### src/design/asr_pkg.sv
// Shared constants, timing tables and helpers for the static memory host controller
`default_nettype none

package asr_pkg;

	// ****************************************************************
	// Geometry and clock
	// ****************************************************************
	localparam int ADDR_W = 13;
	localparam int DATA_W = 8;
	localparam int CNT_W  = 4;
	localparam int CLK_NS = 20;
	localparam int GRADES = 3;

	// ****************************************************************
	// Timing per speed grade in ns, fastest grade first
	// ****************************************************************
	localparam int READ_CYCLE_MIN_NS[GRADES]       = '{100, 120, 150};
	localparam int ADDR_ACCESS_MAX_NS[GRADES]      = '{100, 120, 150};
	localparam int ENABLE_FLOAT_MAX_NS[GRADES]     = '{35, 40, 50};
	localparam int STORE_CYCLE_MIN_NS[GRADES]      = '{100, 120, 150};
	localparam int STROBE_PULSE_MIN_NS[GRADES]     = '{60, 70, 90};
	localparam int SELECT_TO_STORE_END_NS[GRADES]  = '{80, 85, 100};
	localparam int ADDR_TO_STORE_END_NS[GRADES]    = '{80, 85, 100};
	localparam int DATA_OVERLAP_MIN_NS[GRADES]     = '{40, 40, 50};
	localparam int DESELECT_TO_RETENTION_NS        = 0;

	// ****************************************************************
	// Controller states
	// ****************************************************************
	typedef enum logic [2:0] {
		ST_IDLE,
		ST_READ,
		ST_WSETUP,
		ST_WSTROBE,
		ST_WEND,
		ST_RET,
		ST_RECOV
	} asr_state_t;

	// Least time to whole cycles, never below one
	function automatic int cyc_ceil(input int ns);
		int c;
		c = (ns + CLK_NS - 1) / CLK_NS;
		return (c < 1) ? 1 : c;
	endfunction : cyc_ceil

	function automatic int max2(input int a, input int b);
		return (a > b) ? a : b;
	endfunction : max2

	// Saturating count, keeps helper counters from wrapping
	function automatic logic [CNT_W-1:0] sat_inc(input logic [CNT_W-1:0] v);
		return (v == {CNT_W{1'b1}}) ? v : v + 1'b1;
	endfunction : sat_inc

endpackage : asr_pkg

`default_nettype wire

### src/design/asr_host.sv
// Host controller that drives an asynchronous 8K x 8 static memory
`timescale 1ns/1ns
`default_nettype none

module asr_host
	import asr_pkg::*;
#(
	parameter int GRADE = 0 // 0 fastest, 1 middle, 2 slowest
) (
	// Clock and reset
	input  wire logic              clk,
	input  wire logic              nrst,
	// User request
	input  wire logic              req_valid,
	input  wire logic              req_write,
	input  wire logic [ADDR_W-1:0] req_addr,
	input  wire logic [DATA_W-1:0] req_wdata,
	output logic                   req_ready,
	// User read answer
	output logic                   rsp_valid,
	output logic [DATA_W-1:0]      rsp_rdata,
	// Retention control
	input  wire logic              ret_req,
	output logic                   ret_ack,
	// Memory pins
	output logic                   select_active_low,
	output logic                   select_active_high,
	output logic                   enable_n,
	output logic                   strobe_n,
	output logic [ADDR_W-1:0]      mem_addr,
	input  wire logic [DATA_W-1:0] dq_i,
	output logic [DATA_W-1:0]      dq_o,
	output logic                   dq_oe
);

	// ****************************************************************
	// Cycle counts for the chosen grade
	// ****************************************************************
	localparam int ACC_I    = cyc_ceil(ADDR_ACCESS_MAX_NS[GRADE]);
	localparam int RCYC_I   = max2(ACC_I, cyc_ceil(READ_CYCLE_MIN_NS[GRADE]));
	localparam int STRB_I   = max2(max2(cyc_ceil(STROBE_PULSE_MIN_NS[GRADE]),
		cyc_ceil(DATA_OVERLAP_MIN_NS[GRADE])),
		max2(cyc_ceil(SELECT_TO_STORE_END_NS[GRADE]),
		cyc_ceil(ADDR_TO_STORE_END_NS[GRADE])) - 1);
	localparam int END_I    = max2(1, cyc_ceil(STORE_CYCLE_MIN_NS[GRADE]) - 1 - STRB_I);
	localparam logic [CNT_W-1:0] C_ACCESS = CNT_W'(RCYC_I);
	localparam logic [CNT_W-1:0] C_STROBE = CNT_W'(STRB_I);
	localparam logic [CNT_W-1:0] C_END    = CNT_W'(END_I);
	localparam logic [CNT_W-1:0] C_FLOAT  = CNT_W'(cyc_ceil(ENABLE_FLOAT_MAX_NS[GRADE]));
	localparam logic [CNT_W-1:0] C_RECOV  = CNT_W'(cyc_ceil(READ_CYCLE_MIN_NS[GRADE]));
	localparam logic [CNT_W-1:0] C_PULSE  = CNT_W'(cyc_ceil(STROBE_PULSE_MIN_NS[GRADE]));
	localparam logic [CNT_W-1:0] C_SELEND = CNT_W'(cyc_ceil(SELECT_TO_STORE_END_NS[GRADE]));
	localparam logic [CNT_W-1:0] C_DATA   = CNT_W'(cyc_ceil(DATA_OVERLAP_MIN_NS[GRADE]));
	localparam logic [CNT_W-1:0] C_STORE  = CNT_W'(cyc_ceil(STORE_CYCLE_MIN_NS[GRADE]));

	// ****************************************************************
	// State
	// ****************************************************************
	typedef struct packed {
		asr_state_t        st;
		logic              sel_n;
		logic              sel_h;
		logic              oe_n;
		logic              we_n;
		logic [ADDR_W-1:0] addr;
		logic [DATA_W-1:0] dq_o;
		logic              dq_oe;
		logic              ready;
		logic              rsp_valid;
		logic [DATA_W-1:0] rdata;
		logic              ret_ack;
		logic [CNT_W-1:0]  float_cnt; // cycles enable has been high
		logic [CNT_W-1:0]  wlo_cnt;   // cycles strobe has been low
		logic [CNT_W-1:0]  sel_cnt;   // cycles both selects active
		logic [CNT_W-1:0]  olo_cnt;   // cycles enable has been low
		logic [CNT_W-1:0]  since_ret; // cycles since retention ended
	} asr_host_state_t;

	asr_host_state_t  s;
	asr_host_state_t  n;
	logic             tm_load;
	logic [CNT_W-1:0] tm_val;
	logic             tm_done;

	asr_tmr #(.W(CNT_W)) i_asr_tmr (
		.clk      (clk),
		.nrst     (nrst),
		.load     (tm_load),
		.load_val (tm_val),
		.done     (tm_done)
	);

	// ****************************************************************
	// Next state
	// ****************************************************************
	// Phase lengths are loaded minus one so a phase spans exactly its count
	always_comb begin
		n           = s;
		n.rsp_valid = 1'b0;
		tm_load     = 1'b0;
		tm_val      = '0;
		n.float_cnt = s.oe_n ? sat_inc(s.float_cnt) : '0;
		n.wlo_cnt   = s.we_n ? '0 : sat_inc(s.wlo_cnt);
		n.sel_cnt   = (!s.sel_n && s.sel_h) ? sat_inc(s.sel_cnt) : '0;
		n.olo_cnt   = s.oe_n ? '0 : sat_inc(s.olo_cnt);
		n.since_ret = s.ret_ack ? '0 : sat_inc(s.since_ret);
		unique case (s.st)
			ST_IDLE: begin
				if (req_valid && s.ready) begin
					n.ready = 1'b0;
					n.addr  = req_addr;
					n.sel_n = 1'b0;
					n.sel_h = 1'b1;
					if (req_write) begin
						n.dq_o = req_wdata;
						n.st   = ST_WSETUP;
					end else begin
						n.oe_n  = 1'b0;
						n.st    = ST_READ;
						tm_load = 1'b1;
						tm_val  = C_ACCESS - 1'b1;
					end
				end else if (ret_req) begin
					// Selects are already off in idle, so retention is granted without a deselect
					n.ready   = 1'b0;
					n.ret_ack = 1'b1;
					n.st      = ST_RET;
				end else begin
					n.ready = 1'b1;
				end
			end
			ST_READ: begin
				if (tm_done) begin
					n.rdata     = dq_i;
					n.rsp_valid = 1'b1;
					n.oe_n      = 1'b1;
					n.sel_n     = 1'b1;
					n.sel_h     = 1'b0;
					n.st        = ST_IDLE;
				end
			end
			ST_WSETUP: begin
				// Wait for a previous read to float before driving
				if (s.float_cnt >= C_FLOAT) begin
					n.we_n  = 1'b0;
					n.dq_oe = 1'b1;
					n.st    = ST_WSTROBE;
					tm_load = 1'b1;
					tm_val  = C_STROBE - 1'b1;
				end
			end
			ST_WSTROBE: begin
				if (tm_done) begin
					n.we_n  = 1'b1;
					n.st    = ST_WEND;
					tm_load = 1'b1;
					tm_val  = C_END - 1'b1;
				end
			end
			ST_WEND: begin
				// Data and address held one more phase: zero hold is met with margin
				if (tm_done) begin
					n.dq_oe = 1'b0;
					n.sel_n = 1'b1;
					n.sel_h = 1'b0;
					n.st    = ST_IDLE;
				end
			end
			ST_RET: begin
				// High-active select stays low so other pins may float
				if (!ret_req) begin
					n.ret_ack = 1'b0;
					n.st      = ST_RECOV;
					tm_load   = 1'b1;
					tm_val    = C_RECOV - 1'b1;
				end
			end
			ST_RECOV: begin
				if (tm_done) begin
					n.ready = 1'b1;
					n.st    = ST_IDLE;
				end
			end
			default: begin
				n.st = ST_IDLE;
			end
		endcase
	end

	// Idle: deselected, no drive, float counter saturated so a first write may go
	always_ff @(posedge clk or negedge nrst) begin
		if (!nrst) begin
			s           <= '0;
			s.st        <= ST_IDLE;
			s.sel_n     <= 1'b1;
			s.oe_n      <= 1'b1;
			s.we_n      <= 1'b1;
			s.float_cnt <= {CNT_W{1'b1}};
			s.since_ret <= {CNT_W{1'b1}};
		end else begin
			s <= n;
		end
	end

	// Outputs straight from the state register
	assign req_ready          = s.ready;
	assign rsp_valid          = s.rsp_valid;
	assign rsp_rdata          = s.rdata;
	assign ret_ack            = s.ret_ack;
	assign select_active_low  = s.sel_n;
	assign select_active_high = s.sel_h;
	assign enable_n           = s.oe_n;
	assign strobe_n           = s.we_n;
	assign mem_addr           = s.addr;
	assign dq_o               = s.dq_o;
	assign dq_oe              = s.dq_oe;

	// ****************************************************************
	// Checks
	// ****************************************************************
	property p_sel_in_write;
		@(posedge clk) disable iff (!nrst) !s.we_n |-> (!s.sel_n && s.sel_h);
	endproperty
	a_sel_in_write: assert property (p_sel_in_write)
		else $error("strobe low without both selects");

	property p_strobe_min;
		@(posedge clk) disable iff (!nrst) $rose(s.we_n) |-> s.wlo_cnt >= C_PULSE;
	endproperty
	a_strobe_min: assert property (p_strobe_min)
		else $error("strobe pulse too short");

	property p_sel_to_end;
		@(posedge clk) disable iff (!nrst) $rose(s.we_n) |-> s.sel_cnt >= C_SELEND;
	endproperty
	a_sel_to_end: assert property (p_sel_to_end)
		else $error("selects not active long enough before write end");

	property p_addr_steady;
		@(posedge clk) disable iff (!nrst) (!s.we_n || $rose(s.we_n)) |-> $stable(s.addr);
	endproperty
	a_addr_steady: assert property (p_addr_steady)
		else $error("address moved during write");

	property p_data_setup;
		@(posedge clk) disable iff (!nrst)
			$rose(s.we_n) |-> (s.dq_oe && $stable(s.dq_o) && s.wlo_cnt >= C_DATA);
	endproperty
	a_data_setup: assert property (p_data_setup)
		else $error("write data not set up before write end");

	property p_no_fight;
		@(posedge clk) disable iff (!nrst) s.dq_oe |-> (s.oe_n && s.float_cnt >= C_FLOAT);
	endproperty
	a_no_fight: assert property (p_no_fight)
		else $error("host drives data while memory may drive");

	property p_read_access;
		@(posedge clk) disable iff (!nrst) $rose(s.rsp_valid) |-> s.olo_cnt >= C_ACCESS;
	endproperty
	a_read_access: assert property (p_read_access)
		else $error("read data sampled before access time");

	property p_cycle_min;
		@(posedge clk) disable iff (!nrst) $fell(s.sel_h) |-> s.sel_cnt >= C_STORE;
	endproperty
	a_cycle_min: assert property (p_cycle_min)
		else $error("access cycle shorter than minimum");

	property p_ret_desel;
		@(posedge clk) disable iff (!nrst) s.ret_ack |-> (!s.sel_h && s.sel_n && s.dq_oe == 1'b0);
	endproperty
	a_ret_desel: assert property (p_ret_desel)
		else $error("memory selected during retention");

	property p_recovery;
		@(posedge clk) disable iff (!nrst) $rose(s.sel_h) |-> s.since_ret >= C_RECOV;
	endproperty
	a_recovery: assert property (p_recovery)
		else $error("access started before retention recovery");

endmodule : asr_host

`default_nettype wire

### src/design/asr_tmr.sv
// Down counter that times the phases of a memory access
`timescale 1ns/1ns
`default_nettype none

module asr_tmr
	import asr_pkg::*;
#(
	parameter int W = CNT_W
) (
	// Clock and reset
	input  wire logic         clk,
	input  wire logic         nrst,
	// Control
	input  wire logic         load,
	input  wire logic [W-1:0] load_val,
	// Status
	output logic              done
);

	typedef struct packed {
		logic [W-1:0] cnt;
	} asr_tmr_state_t;

	asr_tmr_state_t s_q;
	asr_tmr_state_t s_d;

	// Load wins over counting; stops at zero
	always_comb begin
		s_d = s_q;
		if (load) begin
			s_d.cnt = load_val;
		end else if (s_q.cnt != '0) begin
			s_d.cnt = s_q.cnt - 1'b1;
		end
	end

	always_ff @(posedge clk or negedge nrst) begin
		if (!nrst) begin
			s_q <= '0;
		end else begin
			s_q <= s_d;
		end
	end

	assign done = (s_q.cnt == '0);

endmodule : asr_tmr

`default_nettype wire

### config.mk
export PLATFORM = sky130hd
export DESIGN_NAME = asr_host
export DESIGN_NICKNAME = d
export VERILOG_FILES = /design/src/design/asr_pkg.sv /design/src/design/asr_host.sv /design/src/design/asr_tmr.sv
export SDC_FILE = /design/constraint.sdc
export NUM_CORES = 1
export LEC_CHECK = 0
export ABC_AREA = 1
export BUFFER_PORTS_ARGS = -buffer_cell sky130_fd_sc_hd__buf_2
export CAP_MARGIN = 10
export CORE_MARGIN = 2
export CORE_UTILIZATION = 55
export CTS_CLUSTER_SIZE = 40
export DETAILED_ROUTE_END_ITERATION = 16
export HOLD_SLACK_MARGIN = 0.08
export PLACE_DENSITY = 0.91
export SETUP_SLACK_MARGIN = 0.1
export SLEW_MARGIN = 15
export SYNTH_ARGS = -nofsm -noshare
export SYNTH_HDL_FRONTEND = slang
export SYNTH_SLANG_ARGS = --single-unit
### constraint.sdc
create_clock -name clk -period 2.3 [get_ports clk]
set_input_delay 0.46 -clock clk [delete_from_list [all_inputs] [get_ports clk]]
set_output_delay 0.46 -clock clk [all_outputs]
set_load 0.005 [all_outputs]
==> flow_metrics.py <==
metrics = {
    "outcome": {
        "status": "completed",
    },
    "logic_synthesis": {
        "avgSynthCellArea_um2": 9.09,
        "synthFlopType": "dfrtp_1",
        "synthCells": 271,
        "ys_top_cells_by_count": "97 x nand2_1, 41 x dfrtp_1, 31 x buf_4",
        "seq_area_frac_synth_pct": 49.1,
        "ys_seq_elements": 48,
        "synth.largest_area_cell": "dfrtp_1",
        "synth_edf_count": 0,
        "synthesis.nets": 309,
        "synth.top_cell.area_share_pct": 41.6,
        "synth_most_common_cell": "nand2_1",
        "async_reset_ff_share_pct": 100,
        "synth_area_um2": 2460,
        "ys_top_cells_by_area": "dfrtp_1 42%, nand2_1 15%, buf_4 9.4%",
        "ys_warn_count": 0,
        "ys_types": 32,
    },
    "place": {
        "dpl.cell_count": 361,
        "hpwl_mm": 3.39,
        "port_buffers": 70,
        "gp_congestion": 0.839,
    },
    "critical_path": {
        "startpoint_type": "flip-flop",
        "cp.arrival_ns": 1.90,
        "crit_slowest_cell": "dfrtp_1",
        "worstSetupPathType": "flip-flop to flip-flop",
        "crit_chain": "inv_1, ha_1, nand2_1, nor2_2, inv_2, nor2_4, inv_4, nand2_1, nand2_1",
        "path_max_fanout": 10,
        "required_ns": 2.50,
        "rr_worst_depth": 9,
        "max_stage_delay_ns": 0.38,
        "crit_path_frequent_cell": "nand2_1",
        "cp-end-kind": "flip-flop",
    },
    "power_and_ir_drop": {
        "power.density_nw_per_um2": 1340,
        "ir_drop_mv": 0.548,
        "total_power_mw": 3.67,
        "p_leak_nw": 1.53,
    },
    "flow_run": {
        "maxCapViolCount": 0,
    },
    "floorplanning": {
        "io_pins": 71,
        "dieArea_um2": 5030,
        "die_h_um": 70.9,
        "rows": 24,
        "core_area_um2": 4320,
        "initial_core_util_pct": 57.0,
        "die_w_um": 70.9,
    },
    "detailed_routing": {
        "dr.pass1.iters": 4,
        "wl_met2_mm": 2.27,
        "drt_iter0_markers": 144,
        "met1_length_mm": 2.00,
        "vias_per_cell": 5.00,
        "top_layer": "met4",
        "dr_wl_met3_um": 261,
        "detail-route-antenna-nets": 0,
        "vias": 1845,
        "wirelength_mm": 4.63,
        "drcViolationCount": 0,
        "drt-wirelength-per-cell_um": 12.6,
    },
    "timing": {
        "max_slew.worst_pin.slew_ns": 0.594,
        "slew_violations": 0,
        "hold_viol": 0,
        "post-route-period-util_pct": 74.1,
        "period_needed_ns": 1.70,
        "fmaxAchievable_ghz": 0.587,
        "rsz0062_at_grt": "no",
        "fin_skew_ns": 0.00600,
        "setup_violations": 0,
        "slew_headroom_pct": 60.4,
        "hold_ws_ns": 0.227,
        "setup-tns-final_ns": 0,
    },
    "layout": {
        "finalNetCount": 354,
        "num_antenna_cells": 0,
        "area_growth_pct": 11.2,
        "stdcell_count": 369,
        "drive_gt1_share_pct": 35.3,
    },
    "cts": {
        "clkSinkCount": 48,
        "clock_path_buffers": 2,
        "cts_hold_buf": 0,
        "cts_tree": "built",
        "cts_setup_buffers": 0,
        "cts-buffers-inserted": 5,
        "cts-resized-gates": 0,
        "htree_levels": 2,
        "cts-root-buf": "clkbuf_8",
        "clk-insertion-delay-late_ns": 0.30,
        "path_clk_slew_ns": 0.09,
    },
    "global_routing": {
        "gr-usage-all-layers_pct": 19.4,
        "grt_max_degree": 49,
        "overflow": 0,
        "antenna_found_initial": 0,
        "grt_pass1_wl_mm": 7.69,
        "grt_pass1_vias": 1751,
    },
    "hold_path": {
        "hp-class": "input pin to asynchronous set/reset pin",
    },
}
worst paths after layout:
kind                                   from      endpoint  slack [ns]
max                        i_asr_tmr.s_q[0]  rsp_rdata[7]        0.60
max reg2reg                i_asr_tmr.s_q[0]  rsp_rdata[7]        0.60
max in group asynchronous              nrst         s[58]        1.65
min                                    nrst     rsp_valid        0.23
min reg2reg                    rsp_rdata[3]  rsp_rdata[3]        0.47
min in group clk                    dq_i[3]  rsp_rdata[3]        0.35
area by class of cell:
type                       count  area (um2)
timing repair buffer          71         358
multi-input combinational    171         923
tap                           52        65.1
inverter                      19        75.1
clock buffer                   6        72.6
sequential                    48        1210
fill                         360        1590
clock inverter                 2        35.0
logic make-up after synthesis:
family / Yosys count / share of synthesized area, %
and+or+nand+nor: 139 / 25.4
adders and majority gates: 4 / 2.03
DFF: 48 / 49.1
xor gates and xnor gates: 2 / 0.711
muxes: 8 / 4.88
AOI/OAI and AO/OA: 18 / 4.42
buffers and inverters: 52 / 13.4
critical path: cells and delay by family (launching register included):
kind | cells | cell delay [ns]
adders and majority gates | 1 | 0.16
buffers and inverters | 3 | 0.37
DFF | 1 | 0.38
and+or+nand+nor | 5 | 0.70
layer usage:
layer  track usage [%]  vias to the layer above
li1                  -                      921
met1              23.9                      856
met2              33.0                       60
met3              4.56                        8
met4              7.97                        0
met5                 0                        -
flip-flops by register name, indices dropped and copies added, names as in the netlist, 4 cells and up:
name and cells:
i_asr_tmr.s_q 4, s 7, dq_o 8, rsp_rdata 8, mem_addr 13
metrics by stage:
step / utilization [%] / setup slack [ns] / area (um2)
finish: 63.3 / 0.595 / 2740
floorplan: - / 0.851 / 2460
global placement: 60.9 / 0.671 / 2630
global route: 63.3 / 0.395 / 2740
CTS: 63.3 / 0.575 / 2740
detailed placement: 60.9 / 0.586 / 2630
power breakdown:
group	switching (mW)	internal, mW
combinational	0.852	0.690
sequential	0.266	1.26
clock	0.279	0.323
total	1.40	2.27
placed cells by master, fill, tap and decap left out:
| master | instances |
|---|---|
| a21oi_1 | 4 |
| a21oi_2 | 1 |
| a31oi_1 | 1 |
| buf_2 | 70 |
| buf_4 | 1 |
| bufinv_16 | 1 |
| clkbuf_1 | 1 |
| clkbuf_8 | 5 |
| clkinv_2 | 2 |
| dfrtp_1 | 41 |
| dfstp_2 | 7 |
| ha_1 | 4 |
| inv_1 | 14 |
| inv_2 | 3 |
| inv_4 | 1 |
| mux2_4 | 8 |
| nand2_1 | 97 |
| nand2_2 | 3 |
| nand2_4 | 1 |
| nand2_8 | 1 |
| nand3_1 | 15 |
| nand3_2 | 1 |
| nand4_1 | 2 |
| nor2_1 | 13 |
| nor2_2 | 1 |
| nor2_4 | 3 |
| nor3_2 | 1 |
| nor3_4 | 1 |
| o21ai_0 | 7 |
| o21ai_2 | 1 |
| o221ai_1 | 1 |
| o22ai_1 | 1 |
| o31ai_1 | 2 |
| xnor2_1 | 1 |
| xor2_1 | 1 |
(Power assumes the default switching activity.)
